## config.mk

```make
export PLATFORM = sky130hd
export DESIGN_NAME = pkfet_top
export DESIGN_NICKNAME = d
export VERILOG_FILES = /design/src/hw/pkfet_unused_none.sv /design/src/hw/pkfet_pkg.sv /design/src/hw/pkfet_top.sv
export SDC_FILE = /design/constraint.sdc
export NUM_CORES = 1
export LEC_CHECK = 0
export BUFFER_PORTS_ARGS = -buffer_cell sky130_fd_sc_hd__buf_2
export CORE_ASPECT_RATIO = 0.6
export CORE_UTILIZATION = 45
export DETAILED_ROUTE_END_ITERATION = 8
export PLACE_DENSITY = 0.65
export SLEW_MARGIN = 40
export SYNTH_ARGS = -nofsm -noshare
export SYNTH_HDL_FRONTEND = slang
export SYNTH_SLANG_ARGS = --single-unit
```

## constraint.sdc

```tcl
create_clock -name pclk -period 9.2 [get_ports pclk]
set_input_delay 1.38 -clock pclk [delete_from_list [all_inputs] [get_ports pclk]]
set_output_delay 1.38 -clock pclk [all_outputs]
set_load 0.02 [all_outputs]
```

## src/hw/pkfet_unused_none.sv

```systemverilog
// no further modules
`default_nettype none
`default_nettype wire

```

## src/hw/pkfet_pkg.sv

```systemverilog
// constants, register map, state types and carriers for the fet protection block
// Summary of operation
// - overvoltage, overtemperature or prolonged overcurrent sets charge fault, charge fet off
// - charge fet stays on while discharge current exceeds 50 mA
// - charge fet back on when causes gone; prolonged overcurrent also needs avg below 256 mA
// - overdischarge or avg at or below minus overload sets discharge fault, fet off
// - discharge fet stays on while charge current is 50 mA or more
// - discharge fet back on when overdischarge gone; overload also needs avg above -256 mA
// - after a front end trip, release it once average current is 0 mA
// - voltage decisions may need two successive agreeing measurements, by config bit
// - safety output low also sets the safety tripped status bit
// - safety output and tripped bit latch until power-on reset
// - charge fault plus pack voltage over safety limit for 1 s trips safety
// - charge fault plus temperature over safety limit for 1 s trips safety
// - front end failures trip safety when check bit 5 set and count reaches limit
// - front end registers checked every check time seconds, times sleep setting asleep
// - every failed front end check increments the failure counter, which saturates at 255
// - charge fault from voltage, fast-charge current, cell overvoltage or overtemp bit
package pkfet_pkg;
    localparam int          CLK_HZ          = 125_000_000;
    localparam int          SAFETY_TIME_S   = 1;
    localparam int          SEC_CYCLES_DFLT = CLK_HZ * SAFETY_TIME_S;
    localparam int          I2C_KHZ         = 100;
    localparam int          I2C_QTR_CYCLES  = CLK_HZ / (I2C_KHZ * 1000 * 4);
    localparam logic [15:0] DSG_OVR_MA      = 16'h0032;
    localparam logic [15:0] CHG_OVR_MA      = 16'h0032;
    localparam logic [15:0] RECOVER_MA      = 16'h0100;
    localparam logic [6:0]  AFE_I2C_ADDR    = 7'h08;
    localparam logic [7:0]  AFE_FET_REG     = 8'h04;
    localparam int          FD_DSG_OFF      = 0;
    localparam int          FD_CHG_OFF      = 1;
    localparam int          FD_TRIP_CLR     = 2;
    localparam logic [11:0] A_CTRL          = 12'h000;
    localparam logic [11:0] A_STATUS        = 12'h004;
    localparam logic [11:0] A_CHG_V_LIM     = 12'h008;
    localparam logic [11:0] A_FAST_I_LIM    = 12'h00c;
    localparam logic [11:0] A_CELL_OV       = 12'h010;
    localparam logic [11:0] A_SAFE_OV       = 12'h014;
    localparam logic [11:0] A_SAFE_TEMP     = 12'h018;
    localparam logic [11:0] A_OVL_I         = 12'h01c;
    localparam logic [11:0] A_FAIL_LIM      = 12'h020;
    localparam logic [11:0] A_CHK_TIME      = 12'h024;
    localparam logic [11:0] A_SLP_TIME      = 12'h028;
    localparam logic [11:0] A_FAIL_CNT      = 12'h02c;
    localparam int          CB_DOUBLE       = 0;
    localparam int          CB_SLEEP        = 1;
    localparam int          CB_AFE_CHECK    = 5;
    localparam logic [15:0] LIM_RESET       = 16'hffff;
    localparam logic [7:0]  FAIL_LIM_RESET  = 8'h03;
    localparam logic [7:0]  CHK_TIME_RESET  = 8'h0a;
    localparam logic [7:0]  SLP_TIME_RESET  = 8'h01;
    typedef enum logic [1:0] {I2C_IDLE, I2C_START, I2C_BIT, I2C_STOP} pkfet_i2c_e;
    typedef struct packed {
        logic [15:0] voltage;
        logic [15:0] current;
        logic [15:0] avg_current;
        logic [15:0] temperature;
        logic [15:0] max_cell;
        logic        overtemp;
        logic        overdischarged;
    } pkfet_meas_s;
    typedef struct packed {
        logic        done;
        logic        ok;
    } pkfet_check_s;
endpackage

```

## src/hw/pkfet_top.sv

```systemverilog
// fet protection control: faults, front end commands, safety output, apb registers
`timescale 1ns/1ps
`default_nettype none
module pkfet_top #(
    parameter int SEC_CYCLES = pkfet_pkg::SEC_CYCLES_DFLT
) (
    input  wire logic               pclk,
    input  wire logic               presetn,
    input  wire logic               psel,
    input  wire logic               penable,
    input  wire logic               pwrite,
    input  wire logic [11:0]        paddr,
    input  wire logic [31:0]        pwdata,
    output logic      [31:0]        prdata,
    output logic                    pready,
    output logic                    pslverr,
    input  wire pkfet_pkg::pkfet_meas_s  meas,
    input  wire logic               meas_valid,
    input  wire logic               afe_alert_in,
    output logic                    afe_check_req,
    input  wire pkfet_pkg::pkfet_check_s afe_check,
    input  wire logic               scl_in,
    output logic                    scl_out,
    output logic                    scl_oe,
    input  wire logic               sda_in,
    output logic                    sda_out,
    output logic                    sda_oe,
    output logic                    safe_n,
    output logic                    chg_fet_off,
    output logic                    dsg_fet_off
);
    typedef struct packed {
        logic [2:0]  ctrl;
        logic [15:0] chg_v;
        logic [15:0] fast_i;
        logic [15:0] cell_ov;
        logic [15:0] safe_ov;
        logic [15:0] safe_t;
        logic [15:0] ovl_i;
        logic [7:0]  fail_lim;
        logic [7:0]  chk_time;
        logic [7:0]  slp_time;
        logic [7:0]  fail_cnt;
        logic        ov_prev;
        logic        od_prev;
        logic        ov_conf;
        logic        od_conf;
        logic        cf;
        logic        df;
        logic        poc_cause;
        logic        ol_cause;
        logic [26:0] ov_tmr;
        logic [26:0] ot_tmr;
        logic [26:0] sec_cnt;
        logic [15:0] chk_sec;
        logic        chk_req;
        logic        safe_n;
        logic        safety_tripped_flag;
        logic        alert_d;
        logic        trip_pend;
        logic        rel_req;
        logic [7:0]  sent;
        pkfet_pkg::pkfet_i2c_e st;
        logic [8:0]  qdiv;
        logic [1:0]  ph;
        logic [4:0]  bitcnt;
        logic [26:0] shreg;
        logic        nack;
        logic        scl_oe;
        logic        sda_oe;
        logic        lvl;
        logic        pready;
        logic        pslverr;
        logic [31:0] prdata;
        logic        chg_off;
        logic        dsg_off;
    } pkfet_state_s;

    pkfet_state_s s_reg;
    pkfet_state_s s_next;

    localparam logic [26:0] SEC_LAST = 27'(SEC_CYCLES - 1);
    localparam logic [8:0]  QTR_LAST = 9'(pkfet_pkg::I2C_QTR_CYCLES - 1);

    function automatic logic sge(input logic [15:0] a, input logic [15:0] b);
        sge = $signed(a) >= $signed(b);
    endfunction

    function automatic logic [26:0] tmr_step(input logic cond, input logic [26:0] t);
        if (!cond) begin
            tmr_step = 27'h0;
        end else if (t == SEC_LAST) begin
            tmr_step = t;
        end else begin
            tmr_step = t + 27'h1;
        end
    endfunction

    logic        acc;
    logic        ov_raw;
    logic        od_raw;
    logic        ov_now;
    logic        od_now;
    logic        poc;
    logic        ovl;
    logic        cf_set;
    logic        df_set;
    logic [15:0] chk_period;
    logic [7:0]  desired;
    logic        q_tick;
    logic        ack_bit;
    logic        afe_fail;

    always_comb begin
        s_next = s_reg;
        acc = psel && penable && s_reg.pready;
        // apb: one wait state, answer registered
        s_next.pready = psel && penable && !s_reg.pready;
        // error stands with pready only, never lingers
        s_next.pslverr = 1'b0;
        if (psel && penable && !s_reg.pready) begin
            s_next.prdata = 32'h0;
            case (paddr)
                pkfet_pkg::A_CTRL:       s_next.prdata[5:0] = {s_reg.ctrl[2], 3'h0, s_reg.ctrl[1:0]};
                pkfet_pkg::A_STATUS:     s_next.prdata[7:0] = {s_reg.nack, s_reg.trip_pend,
                                             s_reg.dsg_off, s_reg.chg_off, s_reg.safety_tripped_flag,
                                             s_reg.df, s_reg.cf, 1'b0};
                pkfet_pkg::A_CHG_V_LIM:  s_next.prdata[15:0] = s_reg.chg_v;
                pkfet_pkg::A_FAST_I_LIM: s_next.prdata[15:0] = s_reg.fast_i;
                pkfet_pkg::A_CELL_OV:    s_next.prdata[15:0] = s_reg.cell_ov;
                pkfet_pkg::A_SAFE_OV:    s_next.prdata[15:0] = s_reg.safe_ov;
                pkfet_pkg::A_SAFE_TEMP:  s_next.prdata[15:0] = s_reg.safe_t;
                pkfet_pkg::A_OVL_I:      s_next.prdata[15:0] = s_reg.ovl_i;
                pkfet_pkg::A_FAIL_LIM:   s_next.prdata[7:0] = s_reg.fail_lim;
                pkfet_pkg::A_CHK_TIME:   s_next.prdata[7:0] = s_reg.chk_time;
                pkfet_pkg::A_SLP_TIME:   s_next.prdata[7:0] = s_reg.slp_time;
                pkfet_pkg::A_FAIL_CNT:   s_next.prdata[7:0] = s_reg.fail_cnt;
                default:                 s_next.pslverr = 1'b1;
            endcase
        end
        if (acc && pwrite) begin
            case (paddr)
                pkfet_pkg::A_CTRL: begin
                    s_next.ctrl = {pwdata[pkfet_pkg::CB_AFE_CHECK],
                                   pwdata[pkfet_pkg::CB_SLEEP],
                                   pwdata[pkfet_pkg::CB_DOUBLE]};
                end
                pkfet_pkg::A_CHG_V_LIM:  s_next.chg_v = pwdata[15:0];
                pkfet_pkg::A_FAST_I_LIM: s_next.fast_i = pwdata[15:0];
                pkfet_pkg::A_CELL_OV:    s_next.cell_ov = pwdata[15:0];
                pkfet_pkg::A_SAFE_OV:    s_next.safe_ov = pwdata[15:0];
                pkfet_pkg::A_SAFE_TEMP:  s_next.safe_t = pwdata[15:0];
                pkfet_pkg::A_OVL_I:      s_next.ovl_i = pwdata[15:0];
                pkfet_pkg::A_FAIL_LIM:   s_next.fail_lim = pwdata[7:0];
                pkfet_pkg::A_CHK_TIME:   s_next.chk_time = pwdata[7:0];
                pkfet_pkg::A_SLP_TIME:   s_next.slp_time = pwdata[7:0];
                default: begin
                end
            endcase
        end

        // voltage decisions, optionally confirmed by two samples
        ov_raw = (meas.voltage >= s_reg.chg_v) || (meas.max_cell >= s_reg.cell_ov);
        od_raw = meas.overdischarged;
        if (meas_valid) begin
            s_next.ov_prev = ov_raw;
            s_next.od_prev = od_raw;
            if (s_reg.ctrl[0]) begin
                // a lone noisy sample neither trips nor clears
                if (ov_raw == s_reg.ov_prev) begin
                    s_next.ov_conf = ov_raw;
                end
                if (od_raw == s_reg.od_prev) begin
                    s_next.od_conf = od_raw;
                end
            end else begin
                s_next.ov_conf = ov_raw;
                s_next.od_conf = od_raw;
            end
        end
        ov_now = s_reg.ov_conf;
        od_now = s_reg.od_conf;

        // charge side
        poc = sge(meas.avg_current, s_reg.fast_i);
        cf_set = ov_now || meas.overtemp || poc;
        if (cf_set) begin
            s_next.cf = 1'b1;
            if (poc) begin
                s_next.poc_cause = 1'b1;
            end
        end else if (s_reg.cf && (!s_reg.poc_cause || !sge(meas.avg_current, pkfet_pkg::RECOVER_MA))) begin
            s_next.cf = 1'b0;
            s_next.poc_cause = 1'b0;
        end

        // discharge side
        ovl = !sge(meas.avg_current, 16'(-$signed(s_reg.ovl_i)) + 16'h0001);
        df_set = od_now || ovl;
        if (df_set) begin
            s_next.df = 1'b1;
            if (ovl) begin
                s_next.ol_cause = 1'b1;
            end
        end else if (s_reg.df && (!s_reg.ol_cause ||
                     sge(meas.avg_current, 16'(-$signed(pkfet_pkg::RECOVER_MA)) + 16'h0001))) begin
            s_next.df = 1'b0;
            s_next.ol_cause = 1'b0;
        end

        // direction overrides; otherwise front end owns the fet
        s_next.chg_off = s_reg.cf &&
            sge(meas.current, 16'(-$signed(pkfet_pkg::DSG_OVR_MA)));
        s_next.dsg_off = s_reg.df && !sge(meas.current, pkfet_pkg::CHG_OVR_MA);

        // front end stand-alone trip release
        s_next.alert_d = afe_alert_in;
        if (afe_alert_in && !s_reg.alert_d) begin
            s_next.trip_pend = 1'b1;
        end else if (s_reg.trip_pend && meas.avg_current == 16'h0000) begin
            s_next.trip_pend = 1'b0;
            s_next.rel_req = 1'b1;
        end

        // safety timers and latch
        s_next.ov_tmr = tmr_step(s_reg.cf && meas.voltage > s_reg.safe_ov, s_reg.ov_tmr);
        s_next.ot_tmr = tmr_step(s_reg.cf && meas.temperature > s_reg.safe_t, s_reg.ot_tmr);
        afe_fail = s_reg.ctrl[2] && s_reg.fail_cnt >= s_reg.fail_lim;
        if (s_reg.ov_tmr == SEC_LAST || s_reg.ot_tmr == SEC_LAST || afe_fail) begin
            s_next.safe_n = 1'b0;
            s_next.safety_tripped_flag = 1'b1;
        end
        // nothing releases these except reset

        // periodic front end register check
        chk_period = s_reg.ctrl[1] ? s_reg.chk_time * s_reg.slp_time
                                   : {8'h00, s_reg.chk_time};
        s_next.chk_req = 1'b0;
        if (s_reg.sec_cnt == SEC_LAST) begin
            s_next.sec_cnt = 27'h0;
            if (s_reg.chk_sec + 16'h0001 >= chk_period) begin
                s_next.chk_sec = 16'h0000;
                s_next.chk_req = 1'b1;
            end else begin
                s_next.chk_sec = s_reg.chk_sec + 16'h0001;
            end
        end else begin
            s_next.sec_cnt = s_reg.sec_cnt + 27'h1;
        end
        if (afe_check.done && !afe_check.ok && s_reg.fail_cnt != 8'hff) begin
            s_next.fail_cnt = s_reg.fail_cnt + 8'h01;
        end

        // i2c write of the fet command register
        desired = 8'h00;
        desired[pkfet_pkg::FD_DSG_OFF] = s_reg.dsg_off;
        desired[pkfet_pkg::FD_CHG_OFF] = s_reg.chg_off;
        q_tick = s_reg.qdiv == 9'h000;
        s_next.qdiv = q_tick ? QTR_LAST : s_reg.qdiv - 9'h001;
        ack_bit = s_reg.bitcnt == 5'h08 || s_reg.bitcnt == 5'h11 || s_reg.bitcnt == 5'h1a;
        case (s_reg.st)
            pkfet_pkg::I2C_IDLE: begin
                if (desired != s_reg.sent || s_reg.rel_req) begin
                    desired[pkfet_pkg::FD_TRIP_CLR] = s_reg.rel_req;
                    s_next.sent = {5'h00, 1'b0, desired[1:0]};
                    s_next.rel_req = 1'b0;
                    s_next.shreg = {pkfet_pkg::AFE_I2C_ADDR, 1'b0, 1'b1,
                                    pkfet_pkg::AFE_FET_REG, 1'b1, desired, 1'b1};
                    s_next.nack = 1'b0;
                    s_next.sda_oe = 1'b1;
                    s_next.qdiv = QTR_LAST;
                    s_next.st = pkfet_pkg::I2C_START;
                end
            end
            pkfet_pkg::I2C_START: begin
                if (q_tick) begin
                    s_next.scl_oe = 1'b1;
                    s_next.ph = 2'h0;
                    s_next.bitcnt = 5'h00;
                    s_next.st = pkfet_pkg::I2C_BIT;
                end
            end
            pkfet_pkg::I2C_BIT: begin
                if (q_tick) begin
                    s_next.ph = s_reg.ph + 2'h1;
                    case (s_reg.ph)
                        2'h0: s_next.sda_oe = !s_reg.shreg[26];
                        2'h1: s_next.scl_oe = 1'b0;
                        2'h2: s_next.nack = s_reg.nack || (ack_bit && sda_in && scl_in);
                        default: begin
                            s_next.scl_oe = 1'b1;
                            s_next.shreg = {s_reg.shreg[25:0], 1'b1};
                            s_next.bitcnt = s_reg.bitcnt + 5'h01;
                            if (s_reg.bitcnt == 5'h1a) begin
                                s_next.st = pkfet_pkg::I2C_STOP;
                            end
                        end
                    endcase
                end
            end
            pkfet_pkg::I2C_STOP: begin
                if (q_tick) begin
                    s_next.ph = s_reg.ph + 2'h1;
                    case (s_reg.ph)
                        2'h0: s_next.sda_oe = 1'b1;
                        2'h1: s_next.scl_oe = 1'b0;
                        2'h2: s_next.sda_oe = 1'b0;
                        default: s_next.st = pkfet_pkg::I2C_IDLE;
                    endcase
                end
            end
            default: s_next.st = pkfet_pkg::I2C_IDLE;
        endcase
    end

    always_ff @(posedge pclk or negedge presetn) begin
        if (!presetn) begin
            s_reg <= '0;
            s_reg.chg_v <= pkfet_pkg::LIM_RESET;
            s_reg.fast_i <= 16'h7fff;
            s_reg.cell_ov <= pkfet_pkg::LIM_RESET;
            s_reg.safe_ov <= pkfet_pkg::LIM_RESET;
            s_reg.safe_t <= pkfet_pkg::LIM_RESET;
            s_reg.ovl_i <= 16'h7fff;
            s_reg.fail_lim <= pkfet_pkg::FAIL_LIM_RESET;
            s_reg.chk_time <= pkfet_pkg::CHK_TIME_RESET;
            s_reg.slp_time <= pkfet_pkg::SLP_TIME_RESET;
            s_reg.safe_n <= 1'b1;
            s_reg.st <= pkfet_pkg::I2C_IDLE;
        end else begin
            s_reg <= s_next;
        end
    end

    assign prdata        = s_reg.prdata;
    assign pready        = s_reg.pready;
    assign pslverr       = s_reg.pslverr;
    assign afe_check_req = s_reg.chk_req;
    assign scl_out       = s_reg.lvl;
    assign scl_oe        = s_reg.scl_oe;
    assign sda_out       = s_reg.lvl;
    assign sda_oe        = s_reg.sda_oe;
    assign safe_n        = s_reg.safe_n;
    assign chg_fet_off   = s_reg.chg_off;
    assign dsg_fet_off   = s_reg.dsg_off;
endmodule
`default_nettype wire

```

==> Word-level counts from Yosys, hierarchy flattened <==
Index checks and enable logic that the tools add are counted.
{ "op_classes": {"n_mul": 1, "eq_ne": 44, "n_mux": 57, "n_reduce_logical": 75, "n_addsub": 10, "n_lt_le_gt_ge": 12} }
{ "op_table": {"columns": ["op", "count"], "rows": [
  ["$mux W27", 5],
  ["$add A27 B1 Y27 const B", 3],
  ["$eq A27 B27 Y1 const B", 3],
  ["$ge A16 B16 Y1", 5],
  ["$pmux W6 S12", 1],
  ["$pmux W28 S2", 1],
  ["$eq A12 B5 Y1 const B", 4],
  ["$eq A12 B6 Y1 const B", 4],
  ["$pmux W8 S6", 1],
  ["$mux W37", 1],
  ["$mux W33", 1],
  ["$add A16 B1 Y16 const B", 2],
  ["$ge A16 B7 Y1 const B", 2],
  ["$gt A16 B16 Y1", 2],
  ["$mux W16", 2],
  ["$mux W32", 1],
  ["$reduce_and A2 Y1", 15],
  ["$mux W28", 1],
  ["$mux W9", 3],
  ["$eq A12 B4 Y1 const B", 2],
  ["$ne A2 B2 Y1 const B", 12],
  ["$pmux W2 S11", 1],
  ["$mux W1", 20],
  ["$mux W2", 10],
  ["41 further kinds", 97]
]} }
{ "totals": {"in_bits": 137, "ff_bits": 312} }

==> Longest topological paths before layout <==
{ "logic_depth": {"depth_word": 9, "mapped_depth": 26, "ltp_nobuf": 23} }

==> Worst setup path after synthesis <==
No wires, ideal clock.
{ "synth_timing": {"path_kind": "reg-to-reg", "startpoint": "register s_reg[221] in the netlist's numbering", "endpoint": "register s_reg[101] in the netlist's numbering", "required_time_ns": 9.117, "arrival_time_ns": 6.134, "stages_incl_launch_ff": 26, "path_buffers": 3, "slack_ns": 2.982, "synth_period_minus_slack_ns": 6.218, "path_cell_list": "dfstp_2 clkbuf_1 nand2_1 fa_1 fa_1 inv_1 fa_1 inv_1 fa_1 inv_1 ha_1 clkbuf_1 a2111o_1 a31oi_1 o31ai_1 o41ai_1 xnor2_1 nand2_1 ha_1 nand2_1 nor2_1 nor2_1 and2_1 clkbuf_1 nand3b_1 o22ai_1"} }
{ "synth_between": {"elab_chain_cells": 4} }
{ "synth_rtl": {"columns": ["item", "line", "source"], "rows": [
  ["from (decl)", "pkfet_top.sv:79", "pkfet_state_s s_reg;"],
  ["from (signal assigned)", "pkfet_top.sv:331", "s_reg <= s_next;"],
  ["$mul A8 B8 Y16", "pkfet_top.sv:236", "chk_period = s_reg.ctrl[1] ? s_reg.chk_time * s_reg.slp_time"],
  ["$mux W16 *", "pkfet_top.sv:236", null],
  ["$ge A16 B16 Y1 *", "pkfet_top.sv:241", "if (s_reg.chk_sec + 16'h0001 >= chk_period) begin"],
  ["$mux W16 *", "pkfet_top.sv:241", null]
]} }
Every way passes the cells marked *; elsewhere a longest branch is shown, timed or not.
A chain may end at the register's enable or synchronous reset.

==> Final worst setup path <==
Same ends and word-level chain as after synthesis.

==> results by group <==
Run status
  – Outcome: complete, no violations

Routing
  – Antenna viol nets, final: 0
  – DRC viols: 0
  – DRT iter0 DRCs: 1,693
  – DR WL/cell: 19.6 um
  – 1st-pass router iterations: 7
  – Via Count: roughly 17,000
  – WL final: 56,800 um
  – Via/cell ratio: 5.73

Floorplan
  – Height of the die: 168 um
  – IO Pins: roughly 180
  – Core area: 45,000 sq um
  – Die area: 46,800 sq um
  – Die X: 279 um
  – Initial Utilization: between 40% and 50%
  – Rows: 60

Clock network
  – Sink Count: approximately 310
  – Clk Latency, worst-skew pair: 530 ps
  – Worst-path clk slew: 60 ps
  – Num CTS Buffers: 34
  – Postcts setup bufs: 0
  – CTS H-Tree Depth: 2
  – CTS root buffer: clkbuf_16
  – CTS tree: done
  – Clk buf depth: 3
  – Hold buffers post-CTS: 0
  – Post-cts repair resize count: 0

Yosys
  – Netlist cell types: slightly below 80
  – Cell area after synthesis: ~21,000 sq um
  – Syn Inst Count: between 2,000 and 2,500
  – YS warnings: 0
  – Post-synth top cells: 232 x nand2_1, 212 x dfrtp_1, 177 x inv_1
  – Seq cells post-synth: 312
  – Most numerous cell in the Yosys netlist: nand2_1
  – Synth area leader: dfrtp_1
  – Ranking of synthesized cells by area: dfrtp_1 26%, dfstp_2 13%, ha_1 11%
  – Async SR Flop Fraction: between 90% and 100%
  – Synth top area share: about a quarter
  – Register area share after synthesis: about two fifths
  – Syn avg cell area: between 9 and 10 sq um
  – Most frequently used flop master after synthesis: dfrtp_1
  – EDFF count, synth: 0

Timing
  – RSZ-0062 raised after global routing: false
  – Worst Skew: 17.2 ps
  – Fmax: approximately 140 MHz
  – Final hold vios: 0
  – Final Critical Period: approximately 7000 ps
  – Tightest Pin Transition: 815 ps
  – Worst slew margin: a little under half
  – Setup_tns: 0 ps
  – Final-report setup violation count: 0
  – Part of the cycle the worst path needs: between 70% and 80%
  – Pins Over Slew Limit: 0

Min path
  – Hold Crit Class: reg2reg

Setup path
  – Max FO, Critical Path: 11
  – Crit Path Category: reg2reg
  – Setup crit end kind: flop
  – CP Launch Type: flop
  – Worst Path Required: between 9000 and 10,000 ps
  – CP Data Arrival Time: between 7000 and 8000 ps

Global route
  – First-pass GRT wire length: 89,200 um
  – GR Util All Layers: about a quarter
  – Pin count of the biggest net entering global routing: 75
  – Via count of the first global-routing pass: 15,832
  – Initial antenna violation count: 9
  – Grt total ovfl: 0

Layout
  – Number of flip-flops in the largest register: around 290
  – Post-route cell area: about 23,000 sq um
  – Post-Route Utilization: slightly above 50%
  – Fillers: slightly above 4,000
  – Layout cell share with drive strength beyond 1: ~18%
  – Synth-to-layout area growth: 11.6%
  – Final layout net count: ~2,600

Power
  – P_leak: about 0.011 uW
  – Peak supply drop: about 0.14 mV
  – PwrDens: roughly 150 nW/um^2

Place
  – DP Area: approximately 22,000 sq um
  – Port bufs: 143
  – GPL Wtd Cong: about 0.95
  – HPWL Detailed: about 43,000 um

Job
  – Max-cap viol count: 0
==> logic make-up after synthesis <==
family          synth area share, %
compound gates                 12.6
fa+ha+maj                      14.1
buf+inv                        6.16
other cells                  0.0182
mux                            4.93
flops                          38.4
xor+xnor                       5.30
simple gates                   18.5
==> path summary, 6_finish.rpt <==
kind | start | endpoint | slack [ps] | cells after the start
setup / recovery | s_reg[221] | s_reg[101] | 2210 | 22
hold / removal | s_reg[74] | s_reg[74] | 480 | 1
hold reg to reg | s_reg[74] | s_reg[74] | 480 | 1
max in group asynchronous | presetn | prdata[6] | 7010 | 3
setup reg to reg | s_reg[221] | s_reg[101] | 2210 | 22
min in group asynchronous | presetn | s_reg[132] | 800 | 1
==> power by group <==
group / internal [uW] / leakage [uW] / switching [uW]
registers: 1430 / 0.00383 / 59.1
logic: 158 / 0.00675 / 287
clock network: 938 / 0.000613 / 603
==> through the flow <==
stage          total power (uW)  hold slack, ps  instances  setup WS, ps
5_1_grt                    3610             491       2889          1830
4_1_cts                    3500             463       2885          2270
3_3_place_gp               1930             446       2824          2430
2_1_floorplan              1790             428       2199          2980
6_report                   3470             475       2891          2210
3_5_place_dp               1950             454       2825          2290
==> layout make-up <==
type                            count  area (sq um)  share of cell area, %
Multi-Input combinational cell   1590         11600                   50.2
Sequential cell                   312          7930                   34.4
Inverter                          177           664                   2.88
Clock inverter                     14           211                  0.917
Tap cell                          589           737                   3.20
Antenna cell                        5          12.5                 0.0543
Timing Repair Buffer              158           870                   3.77
Clock buffer                       46          1040                   4.52
==> cells in the final DEF, fill, tap and decap left out, types with 14 or more instances in the layout <==
| cell | Yosys | routed |
|---|---|---|
| o21ai_0 | 139 | 139 |
| mux2i_1 | 23 | 23 |
| nand2_1 | 232 | 232 |
| xnor2_1 | 55 | 55 |
| nor2_1 | 116 | 116 |
| nor3_1 | 67 | 64 |
| nand3_1 | 77 | 77 |
| nand4_1 | 54 | 54 |
| dfrtp_1 | 212 | 212 |
| and3_1 | 34 | 34 |
| a21oi_1 | 62 | 61 |
| buf_2 | 14 | 142 |
| dfstp_2 | 100 | 100 |
| a21o_1 | 27 | 27 |
| clkbuf_16 | 0 | 38 |
| inv_1 | 177 | 177 |
| mux2_2 | 46 | 46 |
| nand2b_1 | 15 | 15 |
| and2_1 | 70 | 70 |
| conb_1 | 1 | 18 |
| ha_1 | 175 | 175 |
| nor4_1 | 22 | 18 |
| a22o_1 | 46 | 46 |
| xor2_1 | 70 | 70 |
| a31oi_1 | 15 | 15 |
| o22ai_1 | 14 | 14 |
| fa_1 | 36 | 36 |
==> per-layer routing <==
layer  global-route usage (%)  vias to the layer above  share of wire (%)
li1                         -                     7828                  -
met1                     37.5                     8055                 49
met2                     33.9                      585                 40
met3                     5.52                       81                8.7
met4                     4.68                        2                1.7
met5                        0                        -              0.019
==> worst max-delay path, cell delays in order (launching register included) <==
cell and delay (ps):
dfstp_2 630, nand2_1 100, fa_1 500, fa_1 560, inv_1 60, fa_1 530, inv_1 50, fa_1 520
inv_1 40, ha_1 370, a2111o_1 460, a31oi_1 260, o31ai_1 170, o41ai_1 320, xnor2_1 170, nand2_1 80
ha_1 340, nand2_1 100, nor2_1 60, nor2_1 470, and2_1 460, nand3b_1 340, o22ai_1 280
No activity file was read; power rests on OpenSTA's default activity.
